<file path="src/design/adcsq_consts.vh">
`ifndef ADCSQ_CONSTS_VH
`define ADCSQ_CONSTS_VH
// register offsets (byte addresses, 16-bit address space)
`define ADCSQ_OFF_RESULT_LO 16'h1faa
`define ADCSQ_OFF_RESULT_HI 16'h1fab
`define ADCSQ_OFF_COMMAND   16'h1fac
`define ADCSQ_OFF_TEST      16'h1fae
`define ADCSQ_OFF_TIMING    16'h1faf
// reset values
`define ADCSQ_RST_RESULT    16'h7f80
`define ADCSQ_RST_COMMAND   8'hc0
`define ADCSQ_RST_TEST      8'hc0
`define ADCSQ_RST_TIMING    8'hff
// test register fields
`define ADCSQ_TEST_EN_BIT   0
`define ADCSQ_TEST_SEL_BIT  1
`define ADCSQ_TRIM_MSB      3
`define ADCSQ_TRIM_LSB      2
// timing register fields
`define ADCSQ_SAM_MSB       7
`define ADCSQ_SAM_LSB       5
`define ADCSQ_BIT_MSB       4
`define ADCSQ_BIT_LSB       0
// command register fields
`define ADCSQ_MODE_MSB      5
`define ADCSQ_MODE_LSB      4
`define ADCSQ_GO_BIT        3
`define ADCSQ_CH_MSB        2
`define ADCSQ_CH_LSB        0
// modes
`define ADCSQ_MODE_10B      2'h0
`define ADCSQ_MODE_8B       2'h1
`define ADCSQ_MODE_THR_HI   2'h2
`define ADCSQ_MODE_THR_LO   2'h3
// timing: immediate start within three state times; busy within 8
`define ADCSQ_START_DELAY   4'h2
`define ADCSQ_SETTLE_CYC    5'h03
`endif

</file>
<file path="src/design/adcsq_ctrl.v">
`timescale 1ns/10ps
`include "adcsq_consts.vh"
// What this block does
// - test enable set converts a test voltage instead of the selected channel.
// - test select picks reference supply (1) or analog ground (0).
// - two-bit trim: none, +2.5 mV, -2.5 mV, -5.0 mV.
// - trim drives the ladder, so it applies to every channel.
// - threshold mode flags interrupt when input crosses above or below level.
// - sample window field sets how long input is connected to capacitor.
// - bit time field sets per-bit time, conversion about ((v+1)*2*bits+3).
// - mode field: 10-bit, 8-bit, threshold high, threshold low.
// - in 10-bit and 8-bit modes any write of the trigger bit arms; 1 starts now, 0 waits for event.
// - channel field picks one of eight analog inputs.
// - new command write cancels threshold detection and runs the new command.
// - conversion completion sets the interrupt pending bit.
// - the interrupt may launch the next conversion via the transaction server.
// - starting a conversion clears the whole result register.
// - read view holds value in bits 15:6, msb at 15.
// - result is input over reference scaled to 255 or 1023.
// - command-started conversion begins within three state times.
// - busy flag at read bit 3, set within 8 state times of start.
// - binary search from half scale, one bit per step, 10 or 8 steps.
module adcsq_ctrl #(
  parameter NCH = 8
) (
  input  wire        ref_clk,
  input  wire        arst_n,
  input  wire        clk_en,
  input  wire [15:0] reg_addr,
  input  wire [7:0]  reg_wdata,
  input  wire        reg_wr,
  input  wire        reg_rd,
  output reg  [7:0]  reg_rdata,
  input  wire        event_trigger,
  input  wire        cmp_above,
  output reg  [2:0]  mux_select,
  output reg         mux_test,
  output reg         mux_test_ref,
  output reg         sample_connect,
  output reg         cmp_zero,
  output reg  [9:0]  dac_code,
  output reg  [2:0]  ladder_offset,
  output reg         eight_bit_mode,
  output reg         interrupt_pending
);
  localparam ST_IDLE  = 3'h0;
  localparam ST_ARMED = 3'h1;
  localparam ST_DELAY = 3'h2;
  localparam ST_SAMP  = 3'h3;
  localparam ST_ZERO  = 3'h4;
  localparam ST_BIT   = 3'h5;
  localparam ST_THR   = 3'h6;

  reg  [15:0] result_q;
  reg  [7:0]  command_q;
  reg  [7:0]  test_q;
  reg  [7:0]  timing_q;
  reg  [2:0]  state_q;
  reg  [9:0]  sar_q;
  reg  [3:0]  bit_idx_q;
  reg  [2:0]  last_ch_q;
  reg         busy_q;
  reg         thr_prev_q;
  reg         tmr_load;
  reg  [7:0]  tmr_val;
  wire        tmr_done;
  wire [2:0]  trim_off;
  wire [1:0]  mode       = command_q[`ADCSQ_MODE_MSB:`ADCSQ_MODE_LSB];
  wire        cmd_wr     = reg_wr && (reg_addr == `ADCSQ_OFF_COMMAND);
  // 8-bit search stops at ladder bit 2, so the dac keeps one 10-bit scale in every mode
  wire [3:0]  last_idx   = (mode == `ADCSQ_MODE_10B) ? 4'h0 : 4'h2;
  // per-bit time of (v+1)*2+1 cycles; counter counts load value plus one, reload takes one more
  wire [7:0]  bit_load   = {2'b00, timing_q[`ADCSQ_BIT_MSB:`ADCSQ_BIT_LSB], 1'b0} + 8'h01;
  wire [7:0]  samp_load  = {5'h00, timing_q[`ADCSQ_SAM_MSB:`ADCSQ_SAM_LSB]} + 8'h01;

  adcsq_timer #(.W(8)) u_timer (
    .ref_clk  (ref_clk),
    .arst_n   (arst_n),
    .clk_en   (clk_en),
    .load     (tmr_load),
    .load_val (tmr_val),
    .done     (tmr_done)
  );

  adcsq_trim u_trim (
    .trim_code     (test_q[`ADCSQ_TRIM_MSB:`ADCSQ_TRIM_LSB]),
    .ladder_offset (trim_off)
  );

  // timer loads launched combinationally from the sequencer state
  always @* begin
    tmr_load = 1'b0;
    tmr_val  = 8'h00;
    if (clk_en) begin
      case (state_q)
        ST_IDLE, ST_ARMED, ST_THR: begin
          tmr_load = cmd_wr && reg_wdata[`ADCSQ_GO_BIT] && !reg_wdata[`ADCSQ_MODE_MSB];
          tmr_val  = {4'h0, `ADCSQ_START_DELAY};
          if (state_q == ST_ARMED && event_trigger && !cmd_wr) begin
            tmr_load = 1'b1;
          end
        end
        ST_DELAY: begin
          tmr_load = tmr_done;
          tmr_val  = samp_load;
        end
        ST_SAMP: begin
          tmr_load = tmr_done;
          tmr_val  = {3'h0, `ADCSQ_SETTLE_CYC};
        end
        ST_ZERO, ST_BIT: begin
          tmr_load = tmr_done;
          tmr_val  = bit_load;
        end
        default: begin
          tmr_load = 1'b0;
          tmr_val  = 8'h00;
        end
      endcase
      // a command write with the go bit set restarts timing below, except threshold modes which run untimed
      if (cmd_wr && state_q != ST_IDLE && state_q != ST_ARMED && state_q != ST_THR) begin
        tmr_load = reg_wdata[`ADCSQ_GO_BIT] && !reg_wdata[`ADCSQ_MODE_MSB];
        tmr_val  = {4'h0, `ADCSQ_START_DELAY};
      end
    end
  end

  always @(posedge ref_clk or negedge arst_n) begin
    if (!arst_n) begin
      result_q          <= `ADCSQ_RST_RESULT;
      command_q         <= `ADCSQ_RST_COMMAND;
      test_q            <= `ADCSQ_RST_TEST;
      timing_q          <= `ADCSQ_RST_TIMING;
      state_q           <= ST_IDLE;
      sar_q             <= 10'h000;
      bit_idx_q         <= 4'h0;
      last_ch_q         <= 3'h0;
      busy_q            <= 1'b0;
      thr_prev_q        <= 1'b0;
      reg_rdata         <= 8'h00;
      mux_select        <= 3'h0;
      mux_test          <= 1'b0;
      mux_test_ref      <= 1'b0;
      sample_connect    <= 1'b0;
      cmp_zero          <= 1'b0;
      dac_code          <= 10'h000;
      ladder_offset     <= 3'h0;
      eight_bit_mode    <= 1'b0;
      interrupt_pending <= 1'b0;
    end else if (clk_en) begin
      interrupt_pending <= 1'b0;
      ladder_offset     <= trim_off;
      mux_test          <= test_q[`ADCSQ_TEST_EN_BIT];
      mux_test_ref      <= test_q[`ADCSQ_TEST_SEL_BIT];
      mux_select        <= command_q[`ADCSQ_CH_MSB:`ADCSQ_CH_LSB];
      eight_bit_mode    <= (mode != `ADCSQ_MODE_10B);
      if (reg_rd) begin
        case (reg_addr)
          `ADCSQ_OFF_RESULT_LO: reg_rdata <= {result_q[7:4], busy_q, last_ch_q};
          `ADCSQ_OFF_RESULT_HI: reg_rdata <= result_q[15:8];
          `ADCSQ_OFF_COMMAND:   reg_rdata <= command_q;
          `ADCSQ_OFF_TEST:      reg_rdata <= test_q;
          `ADCSQ_OFF_TIMING:    reg_rdata <= timing_q;
          default:              reg_rdata <= 8'h00;
        endcase
      end
      if (reg_wr) begin
        case (reg_addr)
          `ADCSQ_OFF_RESULT_HI: result_q[15:8] <= reg_wdata;          // threshold level
          `ADCSQ_OFF_RESULT_LO: result_q[7:0]  <= reg_wdata;
          `ADCSQ_OFF_TEST:      test_q   <= {4'h0, reg_wdata[3:0]};
          `ADCSQ_OFF_TIMING:    timing_q <= reg_wdata;
          default: ;
        endcase
      end
      case (state_q)
        ST_ARMED: begin
          if (event_trigger) begin
            state_q  <= ST_DELAY;
            busy_q   <= 1'b1;
            result_q <= 16'h0000;
            sar_q    <= 10'h000;
          end
        end
        ST_DELAY: begin
          if (tmr_done) begin
            state_q        <= ST_SAMP;
            sample_connect <= 1'b1;
          end
        end
        ST_SAMP: begin
          if (tmr_done) begin
            state_q        <= ST_ZERO;
            sample_connect <= 1'b0;
            cmp_zero       <= 1'b1;
          end
        end
        ST_ZERO: begin
          if (tmr_done) begin
            state_q   <= ST_BIT;
            cmp_zero  <= 1'b0;
            bit_idx_q <= 4'h9;
            dac_code  <= 10'h200;
          end
        end
        ST_BIT: begin
          if (tmr_done) begin
            sar_q[bit_idx_q] <= cmp_above;
            if (bit_idx_q == last_idx) begin
              state_q           <= ST_IDLE;
              busy_q            <= 1'b0;
              interrupt_pending <= 1'b1;
              last_ch_q         <= command_q[`ADCSQ_CH_MSB:`ADCSQ_CH_LSB];
              // 8-bit result left-aligned, full scale 255 or 1023
              result_q[15:6]    <= (mode == `ADCSQ_MODE_10B) ?
                                   {sar_q[9:1], cmp_above} : {sar_q[9:3], cmp_above, 2'b00};
              result_q[5:0]     <= 6'h00;
            end else begin
              bit_idx_q <= bit_idx_q - 4'h1;
              dac_code  <= (sar_q | ({9'h000, cmp_above} << bit_idx_q)) | (10'h001 << (bit_idx_q - 4'h1));
            end
          end
        end
        ST_THR: begin
          dac_code       <= {result_q[15:8], 2'b00};
          sample_connect <= 1'b1;
          thr_prev_q     <= cmp_above;
          // crossing seen as a change of comparator side in the armed direction
          if ((mode == `ADCSQ_MODE_THR_HI && cmp_above && !thr_prev_q) ||
              (mode == `ADCSQ_MODE_THR_LO && !cmp_above && thr_prev_q)) begin
            interrupt_pending <= 1'b1;
          end
        end
        default: ;
      endcase
      // any command write cancels whatever runs and takes the new command
      if (cmd_wr) begin
        command_q      <= {2'b00, reg_wdata[5:0]};
        sample_connect <= 1'b0;
        cmp_zero       <= 1'b0;
        if (reg_wdata[`ADCSQ_MODE_MSB]) begin
          state_q    <= ST_THR;
          busy_q     <= 1'b0;
          thr_prev_q <= !reg_wdata[`ADCSQ_MODE_LSB];
        end else if (reg_wdata[`ADCSQ_GO_BIT]) begin
          state_q  <= ST_DELAY;
          busy_q   <= 1'b1;
          result_q <= 16'h0000;
          sar_q    <= 10'h000;
        end else begin
          state_q <= ST_ARMED;
          busy_q  <= 1'b0;
        end
      end
    end
  end
endmodule

</file>
<file path="src/design/adcsq_timer.v">
`timescale 1ns/10ps
// reloadable down counter; done pulses when count reaches zero
module adcsq_timer #(
  parameter W = 8
) (
  input  wire         ref_clk,
  input  wire         arst_n,
  input  wire         clk_en,
  input  wire         load,
  input  wire [W-1:0] load_val,
  output reg          done
);
  reg [W-1:0] cnt_q;
  reg         run_q;
  always @(posedge ref_clk or negedge arst_n) begin
    if (!arst_n) begin
      cnt_q <= {W{1'b0}};
      run_q <= 1'b0;
      done  <= 1'b0;
    end else if (clk_en) begin
      done <= 1'b0;
      if (load) begin
        cnt_q <= load_val;
        run_q <= 1'b1;
      end else if (run_q) begin
        if (cnt_q == {W{1'b0}}) begin
          run_q <= 1'b0;
          done  <= 1'b1;
        end else begin
          cnt_q <= cnt_q - {{(W-1){1'b0}}, 1'b1};
        end
      end
    end
  end
endmodule

</file>
<file path="src/design/adcsq_trim.v">
`timescale 1ns/10ps
// maps trim code to a signed ladder offset in 2.5 mV steps (three-bit, 0.25 lsb10 units)
module adcsq_trim (
  input  wire [1:0] trim_code,
  output reg  [2:0] ladder_offset
);
  always @* begin
    case (trim_code)
      2'h1:    ladder_offset = 3'h1;  // +2.5 mV
      2'h2:    ladder_offset = 3'h7;  // -2.5 mV
      2'h3:    ladder_offset = 3'h6;  // -5.0 mV
      default: ladder_offset = 3'h0;
    endcase
  end
endmodule

</file>
<file path="config.mk">
export PLATFORM = sky130hd
export DESIGN_NAME = adcsq_ctrl
export DESIGN_NICKNAME = d
export VERILOG_FILES = /design/src/design/adcsq_ctrl.v /design/src/design/adcsq_timer.v /design/src/design/adcsq_trim.v
export VERILOG_INCLUDE_DIRS = /design/src /design/src/design
export SDC_FILE = /design/constraint.sdc
export NUM_CORES = 1
export LEC_CHECK = 0
export BUFFER_PORTS_ARGS = -buffer_cell sky130_fd_sc_hd__buf_2
export CORE_MARGIN = 5
export CORE_UTILIZATION = 62
export CTS_CLUSTER_DIAMETER = 80
export DETAILED_ROUTE_END_ITERATION = 6
export GPL_TIMING_DRIVEN = 0
export PLACE_DENSITY = 0.84
export REMOVE_ABC_BUFFERS = 1
export SETUP_SLACK_MARGIN = 0.4
export SLEW_MARGIN = 10
export SYNTH_ARGS = -nofsm -noshare
export SYNTH_HDL_FRONTEND = slang
export SYNTH_SLANG_ARGS = --single-unit
</file>
<file path="constraint.sdc">
create_clock -name ref_clk -period 3.85 [get_ports ref_clk]
set_input_delay 0.5775 -clock ref_clk [delete_from_list [all_inputs] [get_ports ref_clk]]
set_output_delay 0.5775 -clock ref_clk [all_outputs]
set_load 0.01 [all_outputs]
</file>
==> results.json, run 1 <==
{
  "status": "completed",
  "timing.final.ws_setup_ns": 0.775,
  "num-nets-final": 649,
  "slew_headroom": 0.182,
  "start_util": 0.640,
  "cts_tree": "done",
  "final.setup_skew_ns": 0.0132,
  "syn_area_per_cell_um2": 9.34,
  "grt_pass1_vias": 4675,
  "antenna_left": 0,
  "dieArea_um2": 10500,
  "postPlaceCellArea_um2": 5590,
  "synth_edf_count": 0,
  "synth-seq-area-share": 0.444,
  "synthAdderAreaFrac": 0.0284,
  "worst-setup-path-type": "flop to flop",
  "synth_flop_cell": "dfrtp_1",
  "drc_errors": 0,
  "yosys.area_share.simple": 0.180,
  "p_leak_nw": 2.61,
  "use_met1": 0.385,
  "worstMarginPinSlew_ns": 1.23,
  "core_um2": 8260,
  "worstPathRequired_ns": 4.17,
  "n_antenna_cell": 0,
  "met3_usage": 0.0532,
  "drive_gt1_frac": 0.234,
  "reg2reg_from": "state_q[2]",
  "rsz0062_at_grt": "no",
  "slew_viol_final": 0,
  "ctsHoldBuffers": 0,
  "final-seq-area_um2": 2350,
  "synth-compound-area-share": 0.210,
  "drtPass1Iterations": 7,
  "cellPowerDensity_nw_per_um2": 462,
  "wl_um": 14400,
  "die_y_um": 102,
  "synth-seq-cells": 93,
  "fin_crit_ns": 3.07,
  "ff2ff_setup_slack_ns": 0.78,
  "drv_cap": 0,
  "grt.busiest_layer": "met2",
  "clock_latency_ns": 0.38,
  "overflow": 0,
  "antenna_found_initial": 0,
  "portBuffers": 60,
  "htreeDepth": 3,
  "crit_fanout": 20,
  "grt_usage": 0.285,
  "clockBufferDepth": 2,
  "async_flop_share": 1.00,
  "finalCritPeriodShare": 0.799,
  "drt_iter0_markers": 726,
  "hp-class": "input pin to asynchronous set/reset pin",
  "multiInputGateArea_um2": 2720,
  "die_w_um": 102,
  "finalHoldViolations": 0,
  "stdcell_area_um2": 5800,
  "grt_pass1_wl_um": 23300,
  "cts_buffers": 9,
  "area_growth_pct": 9.60,
  "fmax_mhz": 325,
  "rows": 33,
  "grt_max_degree": 60,
  "ys_types": 69,
  "synth_area_leader_cell": "dfrtp_1",
  "gp_congestion": 0.939,
  "cts-root-buf": "clkbuf_8",
  "r2r_cells": 6,
  "synth_top_area_frac": 0.355,
  "yosys_warnings": 0,
  "arrival_ns": 3.40,
  "cts.sinks": 93,
  "hpwl_um": 10300,
  "wl_per_cell_um": 20.1,
  "peakVddDrop_v": 0.000277,
  "synth_top_family_by_area": "compound AO/OA/AOI/OAI gates",
  "synth.area.top_cells": "dfrtp_1 (35%), dfstp_2 (8.9%), mux2_2 (6.4%)",
  "clkSlewWorstSetupHoldPaths_ns": 0.10,
  "cp-end-kind": "flop",
  "start_kind": "flop",
  "ios": 61,
  "nFillCells": 650,
  "vias": 4825,
  "via_per_inst": 6.74,
  "yosys.area_share.xor_xnor": 0.00662,
  "place_ws_ns": 0.412,
  "report.final.setup_viol": 0,
  "final_util": 0.702,
  "syn_inst": 566,
  "synth_area_um2": 5290,
  "grtUsageMet2": 0.462,
  "r2r-end": "result_q[10]",
  "synth.area.mux_share": 0.0833
}
[power by group]
| part | switching (mW) | internal [mW] |
|---|---|---|
| Combinational | 0.502 | 0.290 |
| Sequential | 0.162 | 1.08 |
| Clock | 0.380 | 0.265 |
| Total | 1.04 | 1.63 |
[kinds of logic (layout without fill, tap and decap cells)]
family,after synthesis,count (layout)
mux,39,39
compound gates,173,173
fa+ha+maj,12,12
xor+xnor,4,4
flops,93,93
buf+inv,52,97
simple gates,193,193
[synth_stat cells (all sizes together), types with 4 or more instances]
cell type / count
o21ai: 60
ha: 12
dfrtp: 75
a22oi: 15
nor4: 6
or3: 5
a31oi: 6
a222oi: 6
a21oi: 40
nand3: 20
a221o: 4
nor2b: 7
clkbuf: 27
nor2: 37
buf: 6
a41o: 4
a221oi: 5
nand2: 78
inv: 19
and3: 4
mux2: 30
mux2i: 8
nor3: 9
dfstp: 18
nand4: 5
[critical path: stages, from the launching register on]
cell and delay, ns:
dfrtp_1 0.80, inv_1 0.34, nor3_4 0.49, a21oi_1 0.32, o31ai_2 0.71, a22oi_1 0.24, nand2_1 0.12
[layout make-up]
type,count,area share
clock buffers,10,0.0237
multi-input cells,421,0.469
well taps,105,0.0227
repair buffers,62,0.0570
flip-flops and latches,93,0.405
clock inverters,6,0.00950
inverters,19,0.0123
[registers in the layout (all words and copies together), names as in the netlist, 2 cells and up]
signal and count:
reg_rdata 8, test_q 5, bit_idx_q 4, dac_code 10, u_timer.cnt_q 8, timing_q 8
state_q 3, result_q 12, last_ch_q 3, mux_select 3, ladder_offset 2, command_q 7
sar_q 10
[routing by layer]
metal	routed length, um	vias up	part of all wire
li1	-	2164	-
met1	5710	2312	0.40
met2	6970	310	0.48
met3	1420	39	0.099
met4	318	0	0.022
met5	0	-	0
[stage by stage]
stage	setup TNS, ns	total power [mW]	hold WS, ns	std cells
floorplan	0	1.75	0.282	533
global placement	-4.52	1.96	0.456	698
detailed placement	0	2.01	0.461	700
CTS	0	2.65	0.298	716
global route	0	2.81	0.328	716
finish	0	2.68	0.255	716
[cell usage in the layout (no fill, tap or decap), drive strengths merged, types with 12 or more instances in the layout]
master	count
a22oi	15
buf	62
o21ai	60
nand2	78
inv	22
dfrtp	75
dfstp	18
nor2	37
a21oi	40
ha	12
mux2	30
nand3	20
[worst max path at each step]
stage | start | endpoint | slack (ns) | cells after the start
after floorplan | reg_addr[13] | u_timer.cnt_q[4] | 0.64 | 6
after global placement | reg_addr[13] | u_timer.cnt_q[0] | -0.29 | 7
after detailed placement | state_q[2] | result_q[13] | 0.41 | 6
after CTS | state_q[2] | result_q[10] | 0.66 | 6
after global routing | state_q[2] | result_q[10] | 0.64 | 6
final | state_q[2] | result_q[10] | 0.78 | 6
[repair_timing]
| item | 4_1_cts | 5_1_grt |
|---|---|---|
| resized for setup | 2 | 1 |
| buffers inserted | 0 | 0 |
| setup endpoints to repair | 7 | 1 |
(Power assumes the default switching activity.)
==> inputs of run 2 (changes only) <==
Settings changed: ABC_AREA from default to 1, CORE_UTILIZATION 62 to 59, PLACE_DENSITY 0.84 to 0.8.
Clock period 3.85 ns to 3.2 ns, I/O delays scaled along.
==> results.json, run 2 <==
{
  "status": "completed",
  "via_per_inst": 5.79,
  "ctsHoldBuffers": 0,
  "ff2ff_setup_slack_ns": 0.68,
  "syn_area_per_cell_um2": 7.49,
  "start_util": 0.600,
  "top_register": "result_q",
  "fmax_mhz": 396,
  "rows": 35,
  "clock_latency_ns": 0.37,
  "crit_fanout": 17,
  "htreeDepth": 3,
  "reg2reg_from": "state_q[2]",
  "worstPathRequired_ns": 3.49,
  "synth.area.top_cells": "dfrtp_1 (34%), nand2_1 (15%), dfstp_2 (8.6%)",
  "antenna_found_initial": 0,
  "start_kind": "flop",
  "crit_start": "state_q[2]",
  "area_growth_pct": 11.2,
  "peakVddDrop_v": 0.000333,
  "vias": 5249,
  "finalCritPeriodShare": 0.789,
  "synth_area_um2": 5520,
  "grt_pass1_vias": 5036,
  "wl_per_cell_um": 16.3,
  "hold_slack_ns": 0.0775,
  "clockBufferDepth": 2,
  "layout_common_cells": "nand2_1 (216), dfrtp_1 (75), inv_1 (74)",
  "drv_cap": 0,
  "yosys-top-cells-count": "nand2_1 (216), dfrtp_1 (75), inv_1 (74)",
  "drtPass1Iterations": 6,
  "cts.sinks": 93,
  "synth_top_area_frac": 0.340,
  "die_y_um": 107,
  "clkSlewWorstSetupHoldPaths_ns": 0.11,
  "synth-seq-cells": 93,
  "gp_congestion": 0.960,
  "ys_types": 46,
  "r2r-end": "result_q[13]",
  "overflow": 0,
  "portBuffers": 60,
  "synth_edf_count": 0,
  "n_antenna_cell": 0,
  "finish.cell_count_without_fillers": 906,
  "grt_usage": 0.269,
  "drc_errors": 0,
  "final.setup_skew_ns": 0.0183,
  "grt_max_degree": 53,
  "yosysMostFrequentCell": "nand2_1",
  "r2r_cells": 6,
  "dp.cells": 890,
  "layout_commonest_cell": "nand2_1",
  "cellPowerDensity_nw_per_um2": 595,
  "hpwl_um": 11000,
  "drt_iter0_markers": 491,
  "core_um2": 9200,
  "synth-seq-area-share": 0.426,
  "worstMarginPinSlew_ns": 0.926,
  "antenna_left": 0,
  "slew_viol_final": 0,
  "synth_area_leader_cell": "dfrtp_1",
  "cp-end-kind": "flop",
  "finalHoldViolations": 0,
  "cts-root-buf": "clkbuf_8",
  "yosys_warnings": 0,
  "syn_inst": 737,
  "cts_tree": "done",
  "power.total_mw": 3.65,
  "largestRegisters": "result_q x12, dac_code x10, sar_q x10",
  "wl_um": 14800,
  "ios": 61,
  "p_leak_nw": 2.95,
  "largest_register_ffs": 12,
  "worst-setup-path-type": "flop to flop",
  "report.final.setup_viol": 0,
  "critPathCapture": "result_q[13]",
  "grt_pass1_wl_um": 24600,
  "slew_headroom": 0.383,
  "synth_flop_cell": "dfrtp_1",
  "arrival_ns": 2.81,
  "num-nets-final": 833,
  "drive_gt1_frac": 0.174,
  "cts_buffers": 9,
  "die_w_um": 107,
  "rsz0062_at_grt": "no",
  "hp-class": "input pin to asynchronous set/reset pin",
  "timing.setup.tns_ns": 0,
  "async_flop_share": 1.00,
  "dieArea_um2": 11400,
  "fin_crit_ns": 2.52
}
[run 2: changes by cell type after synthesis, moves of 9 or more]
cell and delta:
nand2_1 +138, clkbuf_1 -18, a21oi_1 -14, mux2_2 -30
a22oi_1 -13, inv_2 +13, o211ai_1 +9, o21ai_0 +11
o22ai_1 +11, inv_1 +55, nand3_1 +26, o21ai_1 +23
[run 2: worst min-delay path by stage]
stage / start / end / slack, ns / depth (start not counted)
final: arst_n / reg_rdata[1] / 0.08 / 1
after global routing: arst_n / reg_rdata[1] / 0.12 / 1
after CTS: arst_n / reg_rdata[1] / 0.10 / 1
after detailed placement: command_q[6] / command_q[6] / 0.44 / 2
after global placement: command_q[6] / command_q[6] / 0.44 / 2
after floorplan: arst_n / bit_idx_q[0] / 0.18 / 0
[run 2: kinds of logic (layout without fill, tap and decap cells)]
family / count (synthesis) / count (layout) / share of synthesized area
AND/OR/NAND/NOR: 351 / 351 / 0.286
AO/OA/AOI/OAI: 163 / 163 / 0.166
buffers and inverters: 108 / 166 / 0.0775
flip-flops: 93 / 93 / 0.426
adder cells (fa/ha/maj): 12 / 12 / 0.0272
XOR/XNOR: 10 / 10 / 0.0172
[run 2: critical path, stage by stage, from the launching register on]
cell      delay [ns]
dfrtp_1         0.65
inv_2           0.15
nor2_4          0.42
o21ai_1         0.21
a21oi_1         0.76
nand2_1         0.13
o211ai_1        0.13
[run 2: final cells by class]
type                       count  area (um2)
fill                         787        3060
clock buffer                   9         124
sequential                    93        2350
inverter                      89         334
multi-input combinational    536        2750
timing repair buffer          61         330
tap                          111         139
clock inverter                 7         115
[run 2: what timing repair did]
| item | 4_1_cts | 5_1_grt |
|---|---|---|
| gates resized for setup | 0 | 1 |
| setup buffers | 0 | 0 |
| endpoints found under the setup margin | 0 | 3 |
[run 2: report_power, final]
group	leakage (nW)	switching, mW	internal [mW]
registers	1.17	0.173	1.35
logic	1.67	0.789	0.395
clock network	0.117	0.481	0.461
[run 2: through the flow]
| step | area [um2] | utilization | setup WS, ns |
|---|---|---|---|
| finish | 6140 | 0.667 | 0.676 |
| global route | 6140 | 0.667 | 0.561 |
| CTS | 6140 | 0.667 | 0.564 |
| detailed placement | 5900 | 0.641 | 0.552 |
| global placement | 5870 | 0.638 | 0.652 |
| floorplan | 5430 | - | 1.21 |
[run 2: per-layer routing]
metal,vias up,GRT usage,part of all wire
li1,2544,-,-
met1,2460,0.357,0.44
met2,206,0.452,0.48
met3,39,0.0307,0.057
met4,0,0.101,0.030
met5,-,0,0
